==> config.mk <==
export PLATFORM = sky130hd
export DESIGN_NAME = scr_regbank
export DESIGN_NICKNAME = d
export VERILOG_FILES = /design/src/scr_pkg.sv /design/src/scr_regbank.sv
export SDC_FILE = /design/constraint.sdc
export NUM_CORES = 1
export LEC_CHECK = 0
export BUFFER_PORTS_ARGS = -buffer_cell sky130_fd_sc_hd__buf_2
export CORE_MARGIN = 3
export CORE_UTILIZATION = 55
export DETAILED_ROUTE_END_ITERATION = 6
export PLACE_DENSITY = 0.77
export SYNTH_ARGS = -nofsm -noshare
export SYNTH_HDL_FRONTEND = slang
export SYNTH_SLANG_ARGS = --single-unit
==> constraint.sdc <==
create_clock -name sys_clk -period 3.5 [get_ports sys_clk]
set_input_delay 0 -clock sys_clk [delete_from_list [all_inputs] [get_ports sys_clk]]
set_output_delay 0 -clock sys_clk [all_outputs]
set_load 0.1 [all_outputs]
==> src/scr_pkg.sv <==
// constants, register map and carrier types for the spi configuration register bank
package scr_pkg;
   localparam int CLK_PERIOD_NS = 8;
   localparam int SRST_WAIT_MS = 5;
   // boot restore must be over by the end of the host's wait; longest time rounds down
   localparam int BOOT_CYCLES = (SRST_WAIT_MS * 1000000) / CLK_PERIOD_NS;
   localparam int BOOT_W = 20;

   localparam int ADDR_W = 15;
   localparam int INSTR_W = 16;
   localparam int NREG = 15;
   localparam int IDX_W = 4;

   localparam logic [14:0] ADDR_IFACE_CFG = 15'h0000;

   // interface config field positions
   localparam int SRST_BIT = 7;
   localparam int LSB_MIR_BIT = 6;
   localparam int ASC_MIR_BIT = 5;
   localparam int ASC_BIT = 2;
   localparam int LSB_BIT = 1;
   localparam int SRST_MIR_BIT = 0;

   typedef logic [7:0] scr_byte_t;
   typedef logic [NREG-1:0][7:0] scr_regs_t;

   // order: 05c6 0922 1222 1228 1262 18a6 18e0 18e1 18e2 18e3 18e6 1908 1910 1a4c 1a4d
   localparam logic [NREG-1:0][14:0] REG_ADDR = {
      15'h1a4d, 15'h1a4c, 15'h1910, 15'h1908, 15'h18e6, 15'h18e3, 15'h18e2, 15'h18e1,
      15'h18e0, 15'h18a6, 15'h1262, 15'h1228, 15'h1222, 15'h0922, 15'h05c6};
   localparam scr_regs_t REG_RESET = {
      8'h0c, 8'h0c, 8'h0d, 8'h00, 8'h00, 8'h00, 8'h00, 8'h00,
      8'h00, 8'h00, 8'h00, 8'h0f, 8'h00, 8'h70, 8'h00};
   // reserved bits are kept at zero by masking every write
   localparam scr_regs_t REG_WMASK = {
      8'h3f, 8'h3f, 8'h0f, 8'h04, 8'h01, 8'h7f, 8'hff, 8'hff,
      8'hff, 8'h01, 8'hff, 8'hff, 8'hff, 8'hff, 8'hff};

   typedef enum logic [1:0] {
      SCR_IDLE = 2'b00,
      SCR_INSTR = 2'b01,
      SCR_DATA = 2'b10,
      SCR_HOLD = 2'b11
   } scr_state_e;

   typedef struct packed {
      logic lsb_first;
      logic addr_asc;
      logic boot_busy;
   } scr_status_s;
endpackage

==> src/scr_regbank.sv <==
// spi slave register bank holding interface configuration and converter controls
`timescale 1ns/10ps
module scr_regbank #(
   parameter int BOOT_CYCLES = scr_pkg::BOOT_CYCLES
) (
   input wire logic sys_clk,
   input wire logic rstn,
   input wire logic spi_sclk,
   input wire logic spi_csb_n,
   input wire logic spi_sdio_i,
   output logic spi_sdio_o,
   output logic spi_sdio_oe_n,
   output scr_pkg::scr_regs_t ctrl_regs,
   output scr_pkg::scr_status_s status
);
   import scr_pkg::*;

   localparam logic [BOOT_W-1:0] BOOT_LOAD = BOOT_W'(BOOT_CYCLES);

   function automatic logic [IDX_W:0] reg_lookup(input logic [ADDR_W-1:0] a);
      logic [IDX_W:0] res;
      res = '0;
      for (int i = 0; i < NREG; i++) begin
         if (REG_ADDR[i] == a) begin
            res = {1'b1, IDX_W'(i)};
         end
      end
      return res;
   endfunction

   // unmapped addresses read as zero
   function automatic scr_byte_t read_byte(input logic [ADDR_W-1:0] a, input scr_regs_t regs,
                                            input logic lsb, input logic asc);
      logic [IDX_W:0] hit;
      scr_byte_t res;
      hit = reg_lookup(a);
      res = 8'h00;
      if (a == ADDR_IFACE_CFG) begin
         res = {1'b0, lsb, asc, 2'b00, asc, lsb, 1'b0};
      end else if (hit[IDX_W]) begin
         res = regs[hit[IDX_W-1:0]];
      end
      return res;
   endfunction

   function automatic logic [7:0] rev8(input logic [7:0] v);
      logic [7:0] res;
      res = '0;
      for (int i = 0; i < 8; i++) begin
         res[i] = v[7-i];
      end
      return res;
   endfunction

   function automatic logic [15:0] rev16(input logic [15:0] v);
      logic [15:0] res;
      res = '0;
      for (int i = 0; i < 16; i++) begin
         res[i] = v[15-i];
      end
      return res;
   endfunction

   // pins come from the host's domain; two flops before use, third only for edges
   logic [2:0] sclk_sync_r;
   logic [1:0] csb_sync_r;
   logic [1:0] sdi_sync_r;

   always_ff @(posedge sys_clk or negedge rstn) begin
      if (!rstn) begin
         sclk_sync_r <= 3'b000;
         csb_sync_r <= 2'b11;
         sdi_sync_r <= 2'b00;
      end else begin
         sclk_sync_r <= {sclk_sync_r[1:0], spi_sclk};
         csb_sync_r <= {csb_sync_r[0], spi_csb_n};
         sdi_sync_r <= {sdi_sync_r[0], spi_sdio_i};
      end
   end

   logic sclk_rise;
   logic sclk_fall;
   logic csb_hi;
   logic sdi;
   assign sclk_rise = sclk_sync_r[1] & ~sclk_sync_r[2];
   assign sclk_fall = ~sclk_sync_r[1] & sclk_sync_r[2];
   assign csb_hi = csb_sync_r[1];
   assign sdi = sdi_sync_r[1];

   scr_state_e st_r, st_nxt;
   logic [3:0] cnt_r, cnt_nxt;
   logic [15:0] sh_r, sh_nxt;
   logic [ADDR_W-1:0] addr_r, addr_nxt;
   logic rd_r, rd_nxt;
   scr_byte_t tx_r, tx_nxt;
   logic sdo_r, sdo_nxt;
   logic oen_r, oen_nxt;
   scr_regs_t regs_r, regs_nxt;
   logic lsb_r, lsb_nxt;
   logic asc_r, asc_nxt;
   logic [BOOT_W-1:0] boot_r, boot_nxt;
   logic busy_r, busy_nxt;

   always_comb begin
      logic [15:0] instr;
      logic [7:0] wd;
      logic [IDX_W:0] hit;
      logic [ADDR_W-1:0] addr_inc;
      instr = '0;
      wd = '0;
      hit = '0;
      addr_inc = addr_r + 15'h0001;
      st_nxt = st_r;
      cnt_nxt = cnt_r;
      sh_nxt = sh_r;
      addr_nxt = addr_r;
      rd_nxt = rd_r;
      tx_nxt = tx_r;
      sdo_nxt = sdo_r;
      oen_nxt = oen_r;
      regs_nxt = regs_r;
      lsb_nxt = lsb_r;
      asc_nxt = asc_r;
      boot_nxt = (boot_r != '0) ? boot_r - BOOT_W'(1) : boot_r;
      busy_nxt = (boot_r > BOOT_W'(1));
      if (csb_hi) begin
         st_nxt = SCR_IDLE;
         oen_nxt = 1'b1;
      end else begin
         case (st_r)
            SCR_IDLE: begin
               st_nxt = SCR_INSTR;
               cnt_nxt = 4'h0;
            end
            SCR_INSTR: begin
               if (sclk_rise) begin
                  sh_nxt = {sh_r[14:0], sdi};
                  cnt_nxt = cnt_r + 4'h1;
                  if (cnt_r == 4'hf) begin
                     // instruction order follows the bit order too
                     instr = lsb_r ? rev16({sh_r[14:0], sdi}) : {sh_r[14:0], sdi};
                     rd_nxt = instr[15];
                     addr_nxt = instr[14:0];
                     tx_nxt = read_byte(instr[14:0], regs_r, lsb_r, asc_r);
                     cnt_nxt = 4'h0;
                     st_nxt = SCR_DATA;
                  end
               end
            end
            SCR_DATA: begin
               if (sclk_fall && rd_r) begin
                  sdo_nxt = lsb_r ? tx_r[0] : tx_r[7];
                  tx_nxt = lsb_r ? {1'b0, tx_r[7:1]} : {tx_r[6:0], 1'b0};
                  oen_nxt = 1'b0;
               end
               if (sclk_rise) begin
                  sh_nxt = {sh_r[14:0], sdi};
                  cnt_nxt = cnt_r + 4'h1;
                  if (cnt_r == 4'h7) begin
                     cnt_nxt = 4'h0;
                     wd = lsb_r ? rev8({sh_r[6:0], sdi}) : {sh_r[6:0], sdi};
                     // same step whatever the ascension bits hold
                     addr_nxt = addr_inc;
                     tx_nxt = read_byte(addr_inc, regs_r, lsb_r, asc_r);
                     hit = reg_lookup(addr_r);
                     // writes during boot restore are dropped rather than racing the reload
                     if (!rd_r && !busy_r) begin
                        if (addr_r == ADDR_IFACE_CFG) begin
                           if (wd[SRST_BIT] | wd[SRST_MIR_BIT]) begin
                              regs_nxt = REG_RESET;
                              lsb_nxt = 1'b0;
                              asc_nxt = 1'b0;
                              boot_nxt = BOOT_LOAD;
                              busy_nxt = 1'b1;
                              oen_nxt = 1'b1;
                              st_nxt = SCR_HOLD;
                           end else begin
                              lsb_nxt = wd[LSB_MIR_BIT] | wd[LSB_BIT];
                              asc_nxt = wd[ASC_MIR_BIT] | wd[ASC_BIT];
                           end
                        end else if (hit[IDX_W]) begin
                           // reserved bits, including those around the coupling bit, stay zero
                           regs_nxt[hit[IDX_W-1:0]] = wd & REG_WMASK[hit[IDX_W-1:0]];
                        end
                     end
                  end
               end
            end
            SCR_HOLD: begin
               oen_nxt = 1'b1;
            end
            default: begin
               st_nxt = SCR_HOLD;
            end
         endcase
      end
   end

   always_ff @(posedge sys_clk or negedge rstn) begin
      if (!rstn) begin
         st_r <= SCR_IDLE;
         cnt_r <= 4'h0;
         sh_r <= 16'h0000;
         addr_r <= 15'h0000;
         rd_r <= 1'b0;
         tx_r <= 8'h00;
         sdo_r <= 1'b0;
         oen_r <= 1'b1;
         regs_r <= REG_RESET;
         lsb_r <= 1'b0;
         asc_r <= 1'b0;
         boot_r <= '0;
         busy_r <= 1'b0;
      end else begin
         st_r <= st_nxt;
         cnt_r <= cnt_nxt;
         sh_r <= sh_nxt;
         addr_r <= addr_nxt;
         rd_r <= rd_nxt;
         tx_r <= tx_nxt;
         sdo_r <= sdo_nxt;
         oen_r <= oen_nxt;
         regs_r <= regs_nxt;
         lsb_r <= lsb_nxt;
         asc_r <= asc_nxt;
         boot_r <= boot_nxt;
         busy_r <= busy_nxt;
      end
   end

   assign spi_sdio_o = sdo_r;
   assign spi_sdio_oe_n = oen_r;
   assign ctrl_regs = regs_r;
   assign status = '{lsb_first: lsb_r, addr_asc: asc_r, boot_busy: busy_r};
endmodule
# Word level (Yosys, flattened, before mapping)
# Memory sizes are Yosys's and may differ from the RTL's.
# Index checks and enable logic that the tools add are counted.
[word_totals]
n_memories = 1
romBits = 128
ff_bits = 197
ram_bits = 0
out_inout_bits = 125
inputBits = 5
latch_bits = 0
wordCells = 261
[memory_table]
columns = ["name", "words", "word_bits", "read_ports", "rd_ports_with_merged_regs", "write_ports", "line_no", "rtl"]
rows = [
  ["(no name shown)", 16, 8, 1, 0, 0, "scr_regbank.sv:183", "regs_nxt[hit[IDX_W-1:0]] = wd & REG_WMASK[hit[IDX_W-1:0]];"],
]
[op_classes]
n_reduce_logical = 25
n_shift = 0
n_eq_ne = 62
muxes = 126
n_bitwise = 9
n_lt_le_gt_ge = 5
n_div = 0
mul = 0
add_sub_neg = 3
[op_table]
columns = ["op", "n"]
rows = [
  ["13-bit by 15-bit equality test with 1-bit output (first input constant)", 39],
  ["120-bit 2-to-1 mux", 3],
  ["5-bit 2-to-1 mux", 57],
  ["20-bit 2-to-1 mux", 8],
  ["120-bit bitwise mux", 1],
  ["8-bit 2-to-1 mux", 15],
  ["8-bit binary-select mux with 4-bit select", 2],
  ["15-bit 2-to-1 mux", 4],
  ["11-bit by 15-bit equality test with 1-bit output (first input constant)", 3],
  ["12-bit by 15-bit equality test with 1-bit output (first input constant)", 3],
  ["15-bit zero test", 3],
  ["8-bit demux with 4-bit select", 1],
  ["15-bit case mux with 2 select lines", 1],
  ["3-bit != test (second input constant)", 7],
  ["20-bit by 1-bit greater-than comparator with 1-bit output (second input constant)", 1],
  ["20-bit nonzero test", 1],
  ["20-bit by 1-bit subtractor with 20-bit output (second input constant)", 1],
  ["1-bit 2-to-1 mux", 17],
  ["16-bit 2-to-1 mux", 1],
  ["2-bit 2-to-1 mux", 8],
  ["4-bit 2-to-1 mux", 4],
  ["8-bit case mux with 2 select lines", 1],
  ["15-bit by 1-bit adder with 15-bit output (second input constant)", 1],
  ["4-bit by 5-bit less-than comparator with 1-bit output (second input constant)", 3],
  ["other kinds (27)", 45],
]

# Longest topological paths before layout
[depth]
ltp_word = 28
depth_mapped = 17
ltp_nobuf = 14

# Worst setup path after synthesis
# Ideal clock, no wire load.
[synth_timing]
path_type = "register -> register"
from = "reg addr_r[0]"
to = "reg tx_r[1]"
stages_incl_launch_ff = 17
t_required_ns = 3.405
slack_ns = -0.085
period_less_slack_ns = 3.585
path_buffers = 3
arrival_ns = 3.489
path_cell_list = "dfrtp_1 > ha_1 > buf_2 > nand3_4 > nor4_1 > nor2_1 > or4b_4 > nor3_2 > nand2_1 > a221o_1 > buf_6 > buf_6 > mux2i_1 > nor2_1 > a211oi_1 > o31a_1 > o31ai_1"
[synth_via]
elab_chain_cells = 27
word_cells_on_any_way = 43
classes_between = "add/sub: 1; eq/ne: 15; mux: 26; reduce/logical: 1"
[synth_lines]
columns = ["item", "line_no", "rtl"]
rows = [
  ["start, declared", "scr_regbank.sv:93", "logic [ADDR_W-1:0] addr_r, addr_nxt;"],
  ["start signal, assigned", "scr_regbank.sv:218", "addr_r <= addr_nxt;"],
  ["15-bit by 1-bit adder with 15-bit output (*)", "scr_regbank.sv:112", "addr_inc = addr_r + 15'h0001;"],
  ["12-bit by 15-bit equality test with 1-bit output", "scr_regbank.sv:24", "if (REG_ADDR[i] == a) begin"],
  ["5-bit 2-to-1 mux (14 in a row)", "scr_regbank.sv:24", ""],
  ["5-bit 2-to-1 mux", "scr_regbank.sv:159", "if (cnt_r == 4'h7) begin"],
  ["5-bit 2-to-1 mux", "scr_regbank.sv:156", "if (sclk_rise) begin"],
  ["5-bit 2-to-1 mux", "scr_regbank.sv:130", "case (st_r)"],
  ["5-bit 2-to-1 mux", "scr_regbank.sv:126", "if (csb_hi) begin"],
  ["8-bit binary-select mux with 4-bit select", "scr_regbank.sv:41", "res = regs[hit[IDX_W-1:0]];"],
  ["8-bit 2-to-1 mux (not written as such)", "scr_regbank.sv:41", ""],
  ["8-bit 2-to-1 mux", "scr_regbank.sv:40", "end else if (hit[IDX_W]) begin"],
  ["8-bit 2-to-1 mux (*)", "scr_regbank.sv:38", "if (a == ADDR_IFACE_CFG) begin"],
  ["8-bit 2-to-1 mux (*)", "scr_regbank.sv:159", ""],
  ["8-bit 2-to-1 mux (*)", "scr_regbank.sv:156", ""],
  ["8-bit case mux with 2 select lines (*)", "scr_regbank.sv:130", ""],
  ["end signal, assigned", "scr_regbank.sv:220", "tx_r <= tx_nxt;"],
  ["end, declared", "scr_regbank.sv:95", "scr_byte_t tx_r, tx_nxt;"],
]
# Mark *: on every way between the ends. The rest lies on a longest branch, timed or not. The select of a mux whose other input is x is not followed.
# A chain may end at the register's enable or synchronous reset.

# Worst setup path in the final report
[layout_timing]
from = "reg addr_r[0]"
to = "reg tx_r[2]"
# The elaborated chain is that of the path after synthesis.

==> flow_summary.toml <==
[synthesis]
yosys_warnings = 0
async_reset_ff_share_pct = 100
post-synth-top-count-cell = "nand2_1"
syn_area_um2 = 13600
syn_area_per_cell_um2 = 8.64
ys_seq_elements = 197
synth_commonest_cells = "204 x nand2_1, 180 x dfrtp_1, 140 x o21ai_0"
synth_ff_type = "dfrtp_1"
synth_top_area_share_pct = 33.1
yosysTopAreaCell = "dfrtp_1"
synth-seq-area-share_pct = 36.4
yosysUniqueCellTypes = 106
syn-num-nets = 1596
syn_inst = 1577
synthTopCellsByArea = "dfrtp_1 33%, mux2i_1 7.7%, nand2_1 5.6%, o21ai_0 5.1%, mux2_2 4.1%"
synth_edf_count = 0

[hold_path]
hold_path_class = "input pin to async pin"

[global_routing]
antenna_found_initial = 1
grt_use_met1_pct = 56.7
top_usage_layer = "met2"
grt_util_all_layers_pct = 41.1
grt_pass1_vias = 14300
use_met2_pct = 61.7
grt_overflow_total = 0
grt_pass1_wl_mm = 83.7
globalRouteMet3Util_pct = 11.6
grt_max_degree = 91

[timing]
rsz0062_at_grt = "yes"
tightest_slew_ns = 0.881
whs_ns = 0.176
skew_ns = 0.0245
relSlewSlack_pct = 41.1
fmax_mhz = 269
min_period_ns = 3.71
slew_viol_final = 0
setup_violations = 8
hold_viol = 0
period_share_pct = 106
layout_setup_ws_ns = -0.211

[cts]
cts_tree = "done"
cts_buffers = 17
clk_latency_ns = 0.47
h-tree-depth = 4
cts.path.max_buffers = 2
cts.sinks = 197
clk_pin_slew_ns = 0.10
root_buffer = "clkbuf_16"

[power]
seqPwrFrac_pct = 43.5
netSwitchingFraction_pct = 34.1
p_leak_nw = 7.87
internal-power_mw = 3.69
irDropWorstVdd_mv = 0.239
clockPowerShare_pct = 38.2
p_switching_mw = 1.91
powerDensity_nw_per_um2 = 316
combPwrFrac_pct = 18.3

[finish]
antenna_cells = 0
nets = 1955
fin_util_pct = 74.2
n_fill_cell = 1803
drive_gt1_share_pct = 33.4
area_growth_pct = 30.2

[critical_path]
cp-end-kind = "flip-flop"
critical_path_class = "flip-flop to flip-flop"
worst_ep_required_time_ns = 3.87
crit_arrival_ns = 4.08
startpoint_type = "flip-flop"
crit_chain = "buf_4 > nand4_4 > buf_12 > nor4_4 > a31oi_4 > or4b_4 > nor3_4 > nand2_1 > a221o_2 > buf_6 > mux2_1 > o221ai_1 > o31a_1 > o31ai_1"
crit_path_top_delay_cell = "or4b_4"
cp_slowest_stage_delay_ns = 0.64
path_max_fanout = 5

[run]
max-cap-violations = 0

[drt]
totalWireLength_mm = 55.6
viasPerCell = 6.61
drtAntennaViolNets = 0
avgRoutedWirePerCell_um = 24.5
vias = 15000
remaining_drc_errors = 0
dr.pass1.iters = 6
drtIter0Drc = 1928

[placed_design]
post-dp-hpwl_mm = 41.4
io_buffers = 129
gp_congestion = 1.06

[die]
dieArea_um2 = 26700
die_w_um = 163
initial_core_util_pct = 57.0
core-area_um2 = 23900
io_pins = 130
rows = 56
dieHeight_um = 163

[run_status]
status = "finished with violations"
violations = "setup timing"
-- cell families after synthesis --
| family | Yosys count | synth area share [%] |
|---|---|---|
| flops | 197 | 36.4 |
| compound gates | 423 | 19.9 |
| buf+inv | 124 | 4.59 |
| xor+xnor | 19 | 1.22 |
| simple gates | 641 | 24.3 |
| mux | 159 | 12.3 |
| fa+ha+maj | 14 | 1.29 |
-- timing repair --
action	4_1_cts	5_1_grt
gates cloned	2	0
pin swaps	7	19
setup buffers	11	13
endpoints found under the setup margin	53	126
resized for setup	31	51
hold buffers	4	0
hold endpoints to repair	78	0
-- path summary, 6_finish.rpt --
check                           cells past startpoint             end  slack, ns            from
worst min-delay path                                2      boot_r[16]       0.18            rstn
worst min register to register                      0  sclk_sync_r[1]       0.36  sclk_sync_r[0]
worst max register to register                     14         tx_r[2]      -0.21       addr_r[0]
worst max-delay path                               14         tx_r[2]      -0.21       addr_r[0]
max in group asynchronous                           3           lsb_r       2.44            rstn
min in group sys_clk                                2   csb_sync_r[0]       0.19       spi_csb_n
-- sequential cells by signal, indices dropped and copies added, names as in the netlist, 2 cells and up --
register,cells
tx_r,8
sclk_sync_r,3
ctrl_regs,120
addr_r,15
boot_r,20
sdi_sync_r,2
cnt_r,4
sh_r,15
csb_sync_r,2
st_r,2
-- placed cells by master (no fill, tap or decap), drive strengths merged, types with 20 or more instances in the layout --
| cell type | Yosys | final |
|---|---|---|
| a211oi | 23 | 23 |
| a21oi | 88 | 88 |
| and2 | 45 | 45 |
| buf | 45 | 431 |
| dfrtp | 180 | 180 |
| inv | 27 | 32 |
| mux2 | 54 | 54 |
| mux2i | 105 | 105 |
| nand2 | 206 | 206 |
| nand3 | 27 | 27 |
| nand4 | 20 | 20 |
| nor2 | 129 | 129 |
| nor3 | 47 | 47 |
| o21ai | 162 | 162 |
| or3 | 25 | 25 |
-- power groups by stage --
stage | logic (mW) | clock network [mW] | registers (mW)
after floorplan | 0.590 | 0 | 2.43
after global placement | 0.950 | 0 | 2.47
after detailed placement | 0.975 | 0 | 2.47
after CTS | 0.987 | 2.14 | 2.43
after global routing | 1.12 | 2.21 | 2.44
final | 1.03 | 2.14 | 2.44
-- metrics by stage --
| stage | worst slack (ns) | total power, mW | instance area (um^2) | instances | TNS, ns |
|---|---|---|---|---|---|
| after global placement | -0.329 | 3.42 | 16500 | 2206 | -1.57 |
| after floorplan | 0.0101 | 3.02 | 13600 | 1577 | 0 |
| after global routing | -0.342 | 5.77 | 17700 | 2268 | -2.40 |
| after detailed placement | -0.240 | 3.45 | 16500 | 2206 | -2.61 |
| after CTS | -0.108 | 5.55 | 17400 | 2255 | -0.539 |
| final | -0.211 | 5.61 | 17700 | 2268 | -1.46 |
-- critical path: cells and delay by family, from the launching register on --
family | cells | cell delay (ns)
and+or+nand+nor | 5 | 1.37
AOI/OAI and AO/OA | 5 | 1.18
buffers and inverters | 3 | 0.46
DFF | 1 | 0.37
muxes | 1 | 0.22
-- layout make-up --
| cell class | count | area, um^2 | area share (%) |
|---|---|---|---|
| inverter | 27 | 101 | 0.572 |
| clock buffer | 17 | 425 | 2.40 |
| timing repair buffer | 437 | 3250 | 18.3 |
| tap | 319 | 399 | 2.25 |
| sequential | 197 | 4950 | 27.9 |
| multi-input combinational | 1256 | 8390 | 47.3 |
| clock inverter | 15 | 206 | 1.16 |
-- layer usage --
metal / share of wire [%] / vias up
met3: 12 / 178
met2: 44 / 1032
met5: 0.013 / -
li1: - / 6504
met1: 40 / 7286
met4: 4.1 / 2
Note: power is estimated with default switching activity, not from simulation.
